File: src/common/rotate_and_bank_select_unit_defines.vh
// Constants for the rotate and bank-select datapath slice.
// Included by the unit and its rotator; holds definitions only.
`ifndef ROTATE_AND_BANK_SELECT_UNIT_DEFINES_VH
`define ROTATE_AND_BANK_SELECT_UNIT_DEFINES_VH

// ----------------------------------------------------------------
// Opcodes
// ----------------------------------------------------------------
`define OPC_ROTATE_LEFT      8'h90
`define OPC_ROTATE_LEFT_C    8'h10
`define OPC_ROTATE_RIGHT     8'hE0
`define OPC_ROTATE_RIGHT_C   8'hC0
`define OPC_IND_BIT          0
`define OPC_SELECT_BANK_ZERO 8'h4F

// ----------------------------------------------------------------
// Rotate operation codes
// ----------------------------------------------------------------
`define ROT_LEFT             2'h0
`define ROT_LEFT_C           2'h1
`define ROT_RIGHT            2'h2
`define ROT_RIGHT_C          2'h3

// ----------------------------------------------------------------
// Flag register bit positions
// ----------------------------------------------------------------
`define FLAG_C               7
`define FLAG_Z               6
`define FLAG_S               5
`define FLAG_V               4
`define FLAG_D               3
`define FLAG_H               2
`define FLAG_BANK            0
`define FLAGS_RESET          8'h00

// ----------------------------------------------------------------
// Timing and sizes
// ----------------------------------------------------------------
`define INSTR_CYCLES         3'h4
`define REG_ADDR_W           8
`define MSB                  7
`define LSB                  0

// ----------------------------------------------------------------
// APB map (byte addresses)
// ----------------------------------------------------------------
`define APB_AW               12
`define OFS_CTRL             12'h000
`define OFS_STATUS           12'h004
`define OFS_FLAGS            12'h008
`define OFS_REGS             12'h400
`define CTRL_EN              0
`define STAT_BUSY            0
`define STAT_BADOP           1
`define CTRL_RESET           1'h1

`endif

File: src/rtl/rotator.v
// Single-bit byte rotator with its flag results.
// Purely combinational; the caller registers everything.
`timescale 1ns/1ps
`include "rotate_and_bank_select_unit_defines.vh"

module rotator (
	input  wire [1:0] op,
	input  wire [7:0] operand,
	input  wire       carry_in,
	output reg  [7:0] result,
	output reg        carry_out,
	output wire       zero,
	output wire       sign,
	output wire       overflow
);

	always @* begin
		case (op)
			`ROT_LEFT: begin
				result    = {operand[6:0], operand[`MSB]};
				carry_out = operand[`MSB];
			end
			`ROT_LEFT_C: begin
				result    = {operand[6:0], carry_in};
				carry_out = operand[`MSB];
			end
			`ROT_RIGHT: begin
				result    = {operand[`LSB], operand[7:1]};
				carry_out = operand[`LSB];
			end
			default: begin
				result    = {carry_in, operand[7:1]};
				carry_out = operand[`LSB];
			end
		endcase
	end

	assign zero     = (result == 8'h00);
	assign sign     = result[`MSB];
	assign overflow = result[`MSB] ^ operand[`MSB];

endmodule

File: src/rtl/rotate_and_bank_select_unit.v
// Rotate and bank-select execution slice with its own register file.
// Assumes a decoder that offers one instruction at a time on the
// ins_* port and an APB master for software access.
//
// The placing of the registers and the APB slave port are this design's own decisions.
`timescale 1ns/1ps
`include "rotate_and_bank_select_unit_defines.vh"

module rotate_and_bank_select_unit #(
	parameter NUM_REGS = 256
) (
	input  wire                clk,
	input  wire                sys_rst,
	input  wire                ins_valid,
	input  wire [7:0]          ins_opcode,
	input  wire [7:0]          ins_operand,
	output reg                 ins_ready_r,
	output reg                 ins_done_r,
	output reg  [7:0]          flags_r,
	input  wire                psel,
	input  wire                penable,
	input  wire                pwrite,
	input  wire [`APB_AW-1:0]  paddr,
	input  wire [31:0]         pwdata,
	output reg  [31:0]         prdata,
	output reg                 pready,
	output reg                 pslverr
);

	// ----------------------------------------------------------------
	// Sequencer states
	// ----------------------------------------------------------------
	localparam [1:0] ST_IDLE = 2'b00;
	localparam [1:0] ST_PTR  = 2'b01;
	localparam [1:0] ST_EXEC = 2'b10;
	localparam [1:0] ST_HOLD = 2'b11;

	// Bit positions in the register-select vector of csr_decode.
	localparam       SEL_CTRL   = 0;
	localparam       SEL_STATUS = 1;
	localparam       SEL_FLAGS  = 2;
	localparam       SEL_WINDOW = 3;

	// ----------------------------------------------------------------
	// Decode
	// ----------------------------------------------------------------
	// Returns {known, bank_zero, indirect, rot_op[1:0]}.
	function [4:0] decode_op;
		input [7:0] opc;
		reg   [7:0] base;
		begin
			base      = {opc[7:1], 1'b0};
			decode_op = 5'h00;
			if (opc == `OPC_SELECT_BANK_ZERO) begin
				decode_op = 5'h18;
			end else if (base == `OPC_ROTATE_LEFT) begin
				decode_op = {3'b100, `ROT_LEFT};
			end else if (base == `OPC_ROTATE_LEFT_C) begin
				decode_op = {3'b100, `ROT_LEFT_C};
			end else if (base == `OPC_ROTATE_RIGHT) begin
				decode_op = {3'b100, `ROT_RIGHT};
			end else if (base == `OPC_ROTATE_RIGHT_C) begin
				decode_op = {3'b100, `ROT_RIGHT_C};
			end
			decode_op[2] = decode_op[4] & ~decode_op[3] & opc[`OPC_IND_BIT];
		end
	endfunction

	// Returns the register index selected by an APB address, or flags
	// an address outside the register window.
	function [`REG_ADDR_W:0] reg_index;
		input [`APB_AW-1:0] addr;
		reg   [`APB_AW-1:0] rel;
		begin
			rel       = addr - `OFS_REGS;
			reg_index = {1'b1, rel[`REG_ADDR_W+1:2]};
			if (addr < `OFS_REGS || rel[1:0] != 2'b00 ||
			    rel[`APB_AW-1:2] >= NUM_REGS) begin
				reg_index = {1'b0, rel[`REG_ADDR_W+1:2]};
			end
		end
	endfunction

	// Returns a one-hot select for an APB address; all zero marks an
	// unmapped address, which the read side answers with an error.
	function [3:0] csr_decode;
		input [`APB_AW-1:0] addr;
		input               in_window;
		begin
			csr_decode = 4'h0;
			if (addr == `OFS_CTRL) begin
				csr_decode[SEL_CTRL] = 1'b1;
			end else if (addr == `OFS_STATUS) begin
				csr_decode[SEL_STATUS] = 1'b1;
			end else if (addr == `OFS_FLAGS) begin
				csr_decode[SEL_FLAGS] = 1'b1;
			end else if (in_window) begin
				csr_decode[SEL_WINDOW] = 1'b1;
			end
		end
	endfunction

	// ----------------------------------------------------------------
	// Storage and state
	// ----------------------------------------------------------------
	reg  [7:0]             regs [0:NUM_REGS-1];
	reg  [1:0]             state_r;
	reg  [1:0]             state_nxt;
	reg  [2:0]             cyc_r;
	reg  [4:0]             dec_r;
	reg  [7:0]             operand_r;
	reg  [`REG_ADDR_W-1:0] addr_r;
	reg                    en_r;
	reg                    badop_r;
	reg  [31:0]            rdata_nxt;
	reg                    rerr_nxt;
	reg  [7:0]             flags_nxt;

	wire                   accept;
	wire                   apb_go;
	wire                   apb_wr;
	wire [4:0]             dec_in;
	wire [`REG_ADDR_W:0]   ridx;
	wire [7:0]             rot_res;
	wire                   rot_c;
	wire                   rot_z;
	wire                   rot_s;
	wire                   rot_v;
	wire [3:0]             csr_sel;
	wire                   wr_ctrl;
	wire                   wr_status;
	wire                   wr_flags;
	wire                   wr_reg;
	wire                   exec_rot;
	wire                   exec_bank;

	assign dec_in = decode_op(ins_opcode);
	assign accept = ins_valid & ins_ready_r;
	assign ridx   = reg_index(paddr);
	// APB is served only while the sequencer is idle.
	assign apb_go = psel & penable & ~pready & (state_r == ST_IDLE) & ~accept;
	assign apb_wr = psel & penable & pready & pwrite & ~pslverr;

	// ----------------------------------------------------------------
	// Write and execute strobes
	// ----------------------------------------------------------------
	assign csr_sel   = csr_decode(paddr, ridx[`REG_ADDR_W]);
	assign wr_ctrl   = apb_wr & csr_sel[SEL_CTRL];
	assign wr_status = apb_wr & csr_sel[SEL_STATUS];
	assign wr_flags  = apb_wr & csr_sel[SEL_FLAGS];
	assign wr_reg    = apb_wr & csr_sel[SEL_WINDOW];
	// Rotates and bank-zero commit on the edge that ends the execute cycle.
	assign exec_rot  = (state_r == ST_EXEC) & dec_r[4] & ~dec_r[3];
	assign exec_bank = (state_r == ST_EXEC) & dec_r[4] & dec_r[3];

	// ----------------------------------------------------------------
	// Rotator
	// ----------------------------------------------------------------
	rotator u_rotator (
		.op        (dec_r[1:0]),
		.operand   (regs[addr_r]),
		.carry_in  (flags_r[`FLAG_C]),
		.result    (rot_res),
		.carry_out (rot_c),
		.zero      (rot_z),
		.sign      (rot_s),
		.overflow  (rot_v)
	);

	// ----------------------------------------------------------------
	// Sequencer
	// ----------------------------------------------------------------
	always @* begin
		state_nxt = state_r;
		case (state_r)
			ST_IDLE: begin
				if (accept) begin
					state_nxt = ST_PTR;
				end
			end
			ST_PTR: begin
				state_nxt = ST_EXEC;
			end
			ST_EXEC: begin
				state_nxt = ST_HOLD;
			end
			default: begin
				if (cyc_r == `INSTR_CYCLES - 3'h1) begin
					state_nxt = ST_IDLE;
				end
			end
		endcase
	end

	always @(posedge clk) begin
		if (sys_rst) begin
			state_r     <= ST_IDLE;
			cyc_r       <= 3'h0;
			dec_r       <= 5'h00;
			operand_r   <= 8'h00;
			addr_r      <= {`REG_ADDR_W{1'b0}};
			ins_ready_r <= 1'b0;
			ins_done_r  <= 1'b0;
		end else begin
			state_r     <= state_nxt;
			ins_ready_r <= (state_nxt == ST_IDLE) & en_r & ~psel;
			ins_done_r  <= (state_r == ST_HOLD) & (state_nxt == ST_IDLE);
			if (accept) begin
				dec_r     <= dec_in;
				operand_r <= ins_operand;
				cyc_r     <= 3'h1;
			end else if (state_r != ST_IDLE) begin
				cyc_r     <= cyc_r + 3'h1;
			end
			if (state_r == ST_PTR) begin
				if (dec_r[2]) begin
					addr_r <= regs[operand_r[`REG_ADDR_W-1:0]];
				end else begin
					addr_r <= operand_r[`REG_ADDR_W-1:0];
				end
			end
		end
	end

	// ----------------------------------------------------------------
	// Register file write port
	// ----------------------------------------------------------------
	always @(posedge clk) begin
		if (exec_rot) begin
			regs[addr_r] <= rot_res;
		end else if (wr_reg) begin
			regs[ridx[`REG_ADDR_W-1:0]] <= pwdata[7:0];
		end
	end

	// ----------------------------------------------------------------
	// Flag register
	// ----------------------------------------------------------------
	// APB is served only while the sequencer is idle, so a software write
	// and an instruction never update the flags on the same edge.
	always @* begin
		flags_nxt = flags_r;
		if (exec_bank) begin
			flags_nxt[`FLAG_BANK] = 1'b0;
		end else if (exec_rot) begin
			flags_nxt[`FLAG_C] = rot_c;
			flags_nxt[`FLAG_Z] = rot_z;
			flags_nxt[`FLAG_S] = rot_s;
			flags_nxt[`FLAG_V] = rot_v;
			flags_nxt[`FLAG_D] = flags_r[`FLAG_D];
			flags_nxt[`FLAG_H] = flags_r[`FLAG_H];
		end else if (wr_flags) begin
			flags_nxt = pwdata[7:0];
		end
	end

	always @(posedge clk) begin
		if (sys_rst) begin
			flags_r <= `FLAGS_RESET;
		end else begin
			flags_r <= flags_nxt;
		end
	end

	// ----------------------------------------------------------------
	// Control and status
	// ----------------------------------------------------------------
	always @(posedge clk) begin
		if (sys_rst) begin
			en_r    <= `CTRL_RESET;
			badop_r <= 1'b0;
		end else begin
			if (wr_ctrl) begin
				en_r <= pwdata[`CTRL_EN];
			end
			// A new bad opcode wins over a software clear.
			if (state_r == ST_EXEC && !dec_r[4]) begin
				badop_r <= 1'b1;
			end else if (wr_status && pwdata[`STAT_BADOP]) begin
				badop_r <= 1'b0;
			end
		end
	end

	// ----------------------------------------------------------------
	// APB read mux
	// ----------------------------------------------------------------
	always @* begin
		rdata_nxt = 32'h0000_0000;
		rerr_nxt  = 1'b0;
		if (csr_sel[SEL_CTRL]) begin
			rdata_nxt[`CTRL_EN] = en_r;
		end else if (csr_sel[SEL_STATUS]) begin
			rdata_nxt[`STAT_BUSY]  = (state_r != ST_IDLE);
			rdata_nxt[`STAT_BADOP] = badop_r;
		end else if (csr_sel[SEL_FLAGS]) begin
			rdata_nxt[7:0] = flags_r;
		end else if (csr_sel[SEL_WINDOW]) begin
			rdata_nxt[7:0] = regs[ridx[`REG_ADDR_W-1:0]];
		end else begin
			rerr_nxt = 1'b1;
		end
	end

	// ----------------------------------------------------------------
	// APB handshake
	// ----------------------------------------------------------------
	always @(posedge clk) begin
		if (sys_rst) begin
			pready  <= 1'b0;
			pslverr <= 1'b0;
			prdata  <= 32'h0000_0000;
		end else if (apb_go) begin
			pready  <= 1'b1;
			pslverr <= rerr_nxt;
			prdata  <= pwrite ? 32'h0000_0000 : rdata_nxt;
		end else begin
			pready  <= 1'b0;
			pslverr <= 1'b0;
			prdata  <= 32'h0000_0000;
		end
	end

endmodule

File: config.mk
export PLATFORM = sky130hd
export DESIGN_NAME = rotate_and_bank_select_unit
export DESIGN_NICKNAME = d
export VERILOG_FILES = /design/src/rtl/rotator.v /design/src/rtl/rotate_and_bank_select_unit.v
export VERILOG_INCLUDE_DIRS = /design/src /design/src/common
export SDC_FILE = /design/constraint.sdc
export NUM_CORES = 2
export LEC_CHECK = 0
export BUFFER_PORTS_ARGS = -buffer_cell sky130_fd_sc_hd__buf_4
export CORE_MARGIN = 1
export CORE_UTILIZATION = 50
export CTS_CLUSTER_DIAMETER = 200
export CTS_CLUSTER_SIZE = 16
export DETAILED_ROUTE_END_ITERATION = 8
export HOLD_SLACK_MARGIN = 0.02
export PLACE_DENSITY = 0.74
export SLEW_MARGIN = 30
export SYNTH_ARGS = -nofsm -noshare
export SYNTH_HDL_FRONTEND = slang
export SYNTH_SLANG_ARGS = --single-unit
File: constraint.sdc
create_clock -name clk -period 22.5 [get_ports clk]
set_input_delay 4.5 -clock clk [delete_from_list [all_inputs] [get_ports clk]]
set_output_delay 4.5 -clock clk [all_outputs]
set_load 0.02 [all_outputs]
==> out/results.tsv <==
stage	metric	value	unit
global_routing	antenna_found_initial	47	
worst_setup_path	critical_path_required	23180	ps
route	dr.pass1.iters	7	
floorplan	die_y	481	um
route	ant_nets	0	
cts	cts_resized	0	
logic_synthesis	syn_avg_cell_area	19.2	um^2
logic_synthesis	yosys_warnings	0	
logic_synthesis	synthesis.area	0.115	mm^2
timing	finalCritPeriodShare	44.1	%
floorplan	rows	175	
timing	rsz0062_at_grt	no	
logic_synthesis	synth_edf_count	2048	
worst_hold_path	min_path_cells	2	
final_layout	layout-drive-gt1-share	41.8	%
global_routing	grt-ovfl-total	0	
timing	hold_viol	0	
floorplan	io_pins	110	
cts	htreeDepth	4	
pwr	p_leak	35.3	nW
cts	cts_max_path_buffers	3	
route	vias	72600	
placed_design	numPortBuffers	61	
global_routing	grt_pass1_wl	563000	um
final_layout	multi_input_area	0.0499	mm^2
final_layout	area_growth	7.38	%
timing	setup_viol	0	
timing	fin_setup_tns	0	ps
global_routing	grt_max_degree	133	
placed_design	gp_congestion	0.994	
cts	clock_latency	880	ps
cts	cts-root-buf	clkbuf_16	
timing	slew_headroom	19.7	%
global_routing	grt_pass1_vias	69200	
floorplan	die-width	481	um
floorplan	core_area	0.228	mm^2
timing	slew_violations	0	
logic_synthesis	ys_types	70	
logic_synthesis	syn_inst	5971	
pwr	ir_worst_vdd	0.220	mV
worst_setup_path	crit_fanout	60	
logic_synthesis	ys.flop_type	edfxtp_1	
final_layout	nNetsFinal	5935	
timing	fmax	101	MHz
route	routed_wl	409000	um
global_routing	grtUsageTotal	35.4	%
cts	cts_hold_buf	0	
timing	final.min_clock_period	9910	ps
worst_hold_path	worst_hold_path_type	flip-flop to flip-flop	
worst_setup_path	cp.arrival	10600	ps
route	wl_per_cell	45.7	um
logic_synthesis	synthArstFlopShare	0	%
pwr	total_power	13.2	mW
floorplan	die-area	0.232	mm^2
cts	cts_tree	built	
route	drt-initial-drc-count	14500	
worst_setup_path	r2r_cells	14	
cts	cts_setup_buffers	0	
placed_design	dp_hpwl	269000	um
logic_synthesis	ys_seq_elements	2112	
run	cap_violations	0	
worst_setup_path	start_kind	input pin	
cts	path_clk_slew	80	ps
status	status	complete, no violations	
final_layout	nFillCells	17100	
route	drc	0	
timing	fin_worst_skew	51.9	ps
floorplan	start_util	50.4	%
worst_setup_path	endpoint_kind	flip-flop	
final_layout	ff_latch_area	0.0628	mm^2
timing	tightest_slew	1200	ps
pwr	p_per_area	107	mW/mm^2
cts	clkSinkCount	2112	
worst_setup_path	critPathKind	input pin to flip-flop	
logic_synthesis	ys_seq_area_share	54.7	%
cts	cts_buffers	149	
route	vias_per_cell	8.12	
## final timing paths
check                       startpoint                     to  slack [ps]
max                           paddr[2]   prdata[1]$_SDFF_PP0_       12590
min          operand_r[2]$_SDFFE_PP0P_              flip-flop         490
max reg2reg                  flip-flop  regs[91][2]$_DFFE_PP_       15060
min reg2reg  operand_r[2]$_SDFFE_PP0P_              flip-flop         490
## cells in the final DEF (no fill, tap or decap), types with 34 or more instances in the layout
master,netlist,layout
edfxtp_1,2048,2048
mux4_2,1773,1773
buf_4,75,254
mux2i_1,216,216
nand2_1,189,186
nor2_1,334,178
nor2_2,0,154
clkbuf_16,0,150
a21oi_1,99,99
a22oi_1,69,69
o21ai_0,73,61
dfxtp_1,64,52
nand3_1,52,50
clkbuf_1,238,43
o22ai_1,38,38
nor3_1,35,34
## final cells by class
class	count	share of cell area, %
Sequential cell	2112	51.0
Multi-Input combinational cell	3293	40.5
Clock buffer	193	3.18
Tap cell	3009	3.05
Timing Repair Buffer	294	2.06
Clock inverter	14	0.183
Antenna cell	19	0.0386
Inverter	12	0.0365
## stage by stage
stage | setup slack (ps) | util, % | area, um^2 | instances | hold WS (ps)
2_1_floorplan | 5020 | - | 115000 | 5994 | 451
3_3_place_gp | 11850 | 52.0 | 118000 | 8715 | 464
3_5_place_dp | 11860 | 52.2 | 119000 | 8717 | 462
4_1_cts | 12750 | 54.0 | 123000 | 8924 | 479
5_1_grt | 12430 | 54.1 | 123000 | 8930 | 500
6_report | 12590 | 54.1 | 123000 | 8946 | 488
## state kept, by name, summed over array words and instances (netlist names), named ones only
signal / count
badop_r: 1
regs: 2048
flags_r: 8
pready: 1
dec_r: 5
cyc_r: 3
ins_done_r: 1
state_r: 2
operand_r: 8
prdata: 8
pslverr: 1
en_r: 1
ins_ready_r: 1
addr_r: 8
## Yosys cell counts (all sizes together), types with 13 or more instances
| cell type | number | area [um^2] |
|---|---|---|
| a21oi | 99 | 495 |
| clkbuf | 238 | 893 |
| nand3 | 52 | 260 |
| nand4 | 21 | 131 |
| a22oi | 69 | 518 |
| a22o | 18 | 158 |
| mux2 | 30 | 338 |
| edfxtp | 2048 | 61500 |
| nor3 | 35 | 175 |
| a221oi | 21 | 184 |
| buf | 339 | 1880 |
| nor2b | 29 | 181 |
| a311oi | 13 | 114 |
| o221ai | 16 | 140 |
| nand2b | 24 | 150 |
| nor2 | 334 | 1250 |
| nor4 | 16 | 106 |
| nand2 | 189 | 709 |
| or3 | 13 | 81.3 |
| mux2i | 216 | 2160 |
| o22ai | 38 | 238 |
| a31oi | 13 | 81.3 |
| a211oi | 28 | 210 |
| mux4 | 1773 | 39900 |
| o211ai | 17 | 128 |
| nand3b | 15 | 113 |
| dfxtp | 64 | 1280 |
| and2 | 13 | 81.3 |
| o21ai | 79 | 395 |
## cell families (layout without fill, tap and decap cells)
family	Yosys count	in the layout	synth area share (%)
other cells	1	43	0.00327
compound gates	467	467	2.74
simple gates	774	774	3.06
mux	2019	2019	37.0
fa+ha+maj	7	7	0.0763
buf+inv	589	513	2.45
xor+xnor	2	2	0.0153
flops	2112	2112	54.7
## report_power, final
| group | leakage, nW | switching, mW | internal, mW | total [mW] |
|---|---|---|---|---|
| sequential | 18.9 | 0.0969 | 5.96 | 6.06 |
| combinational | 14.4 | 3.32 | 1.24 | 4.55 |
| clock | 2.00 | 1.41 | 1.23 | 2.63 |
## layer usage
| metal | wire length, um | track usage (%) | up-vias |
|---|---|---|---|
| met2 | 177000 | 50.4 | 7416 |
| met4 | 32000 | 22.3 | 38 |
| li1 | - | - | 26000 |
| met1 | 130000 | 45.5 | 37800 |
| met5 | 274 | 0.0829 | - |
| met3 | 68700 | 14.0 | 1334 |
## worst max-delay path: stages
cell and delay (ps):
buf_8 550, buf_4 770, buf_4 760, buf_4 630
mux4_2 640, mux4_2 570, mux4_2 560, mux2i_1 640
nor2_1 130, a311o_1 400, a21oi_1 190, a21oi_1 50
(Power assumes the default switching activity.)
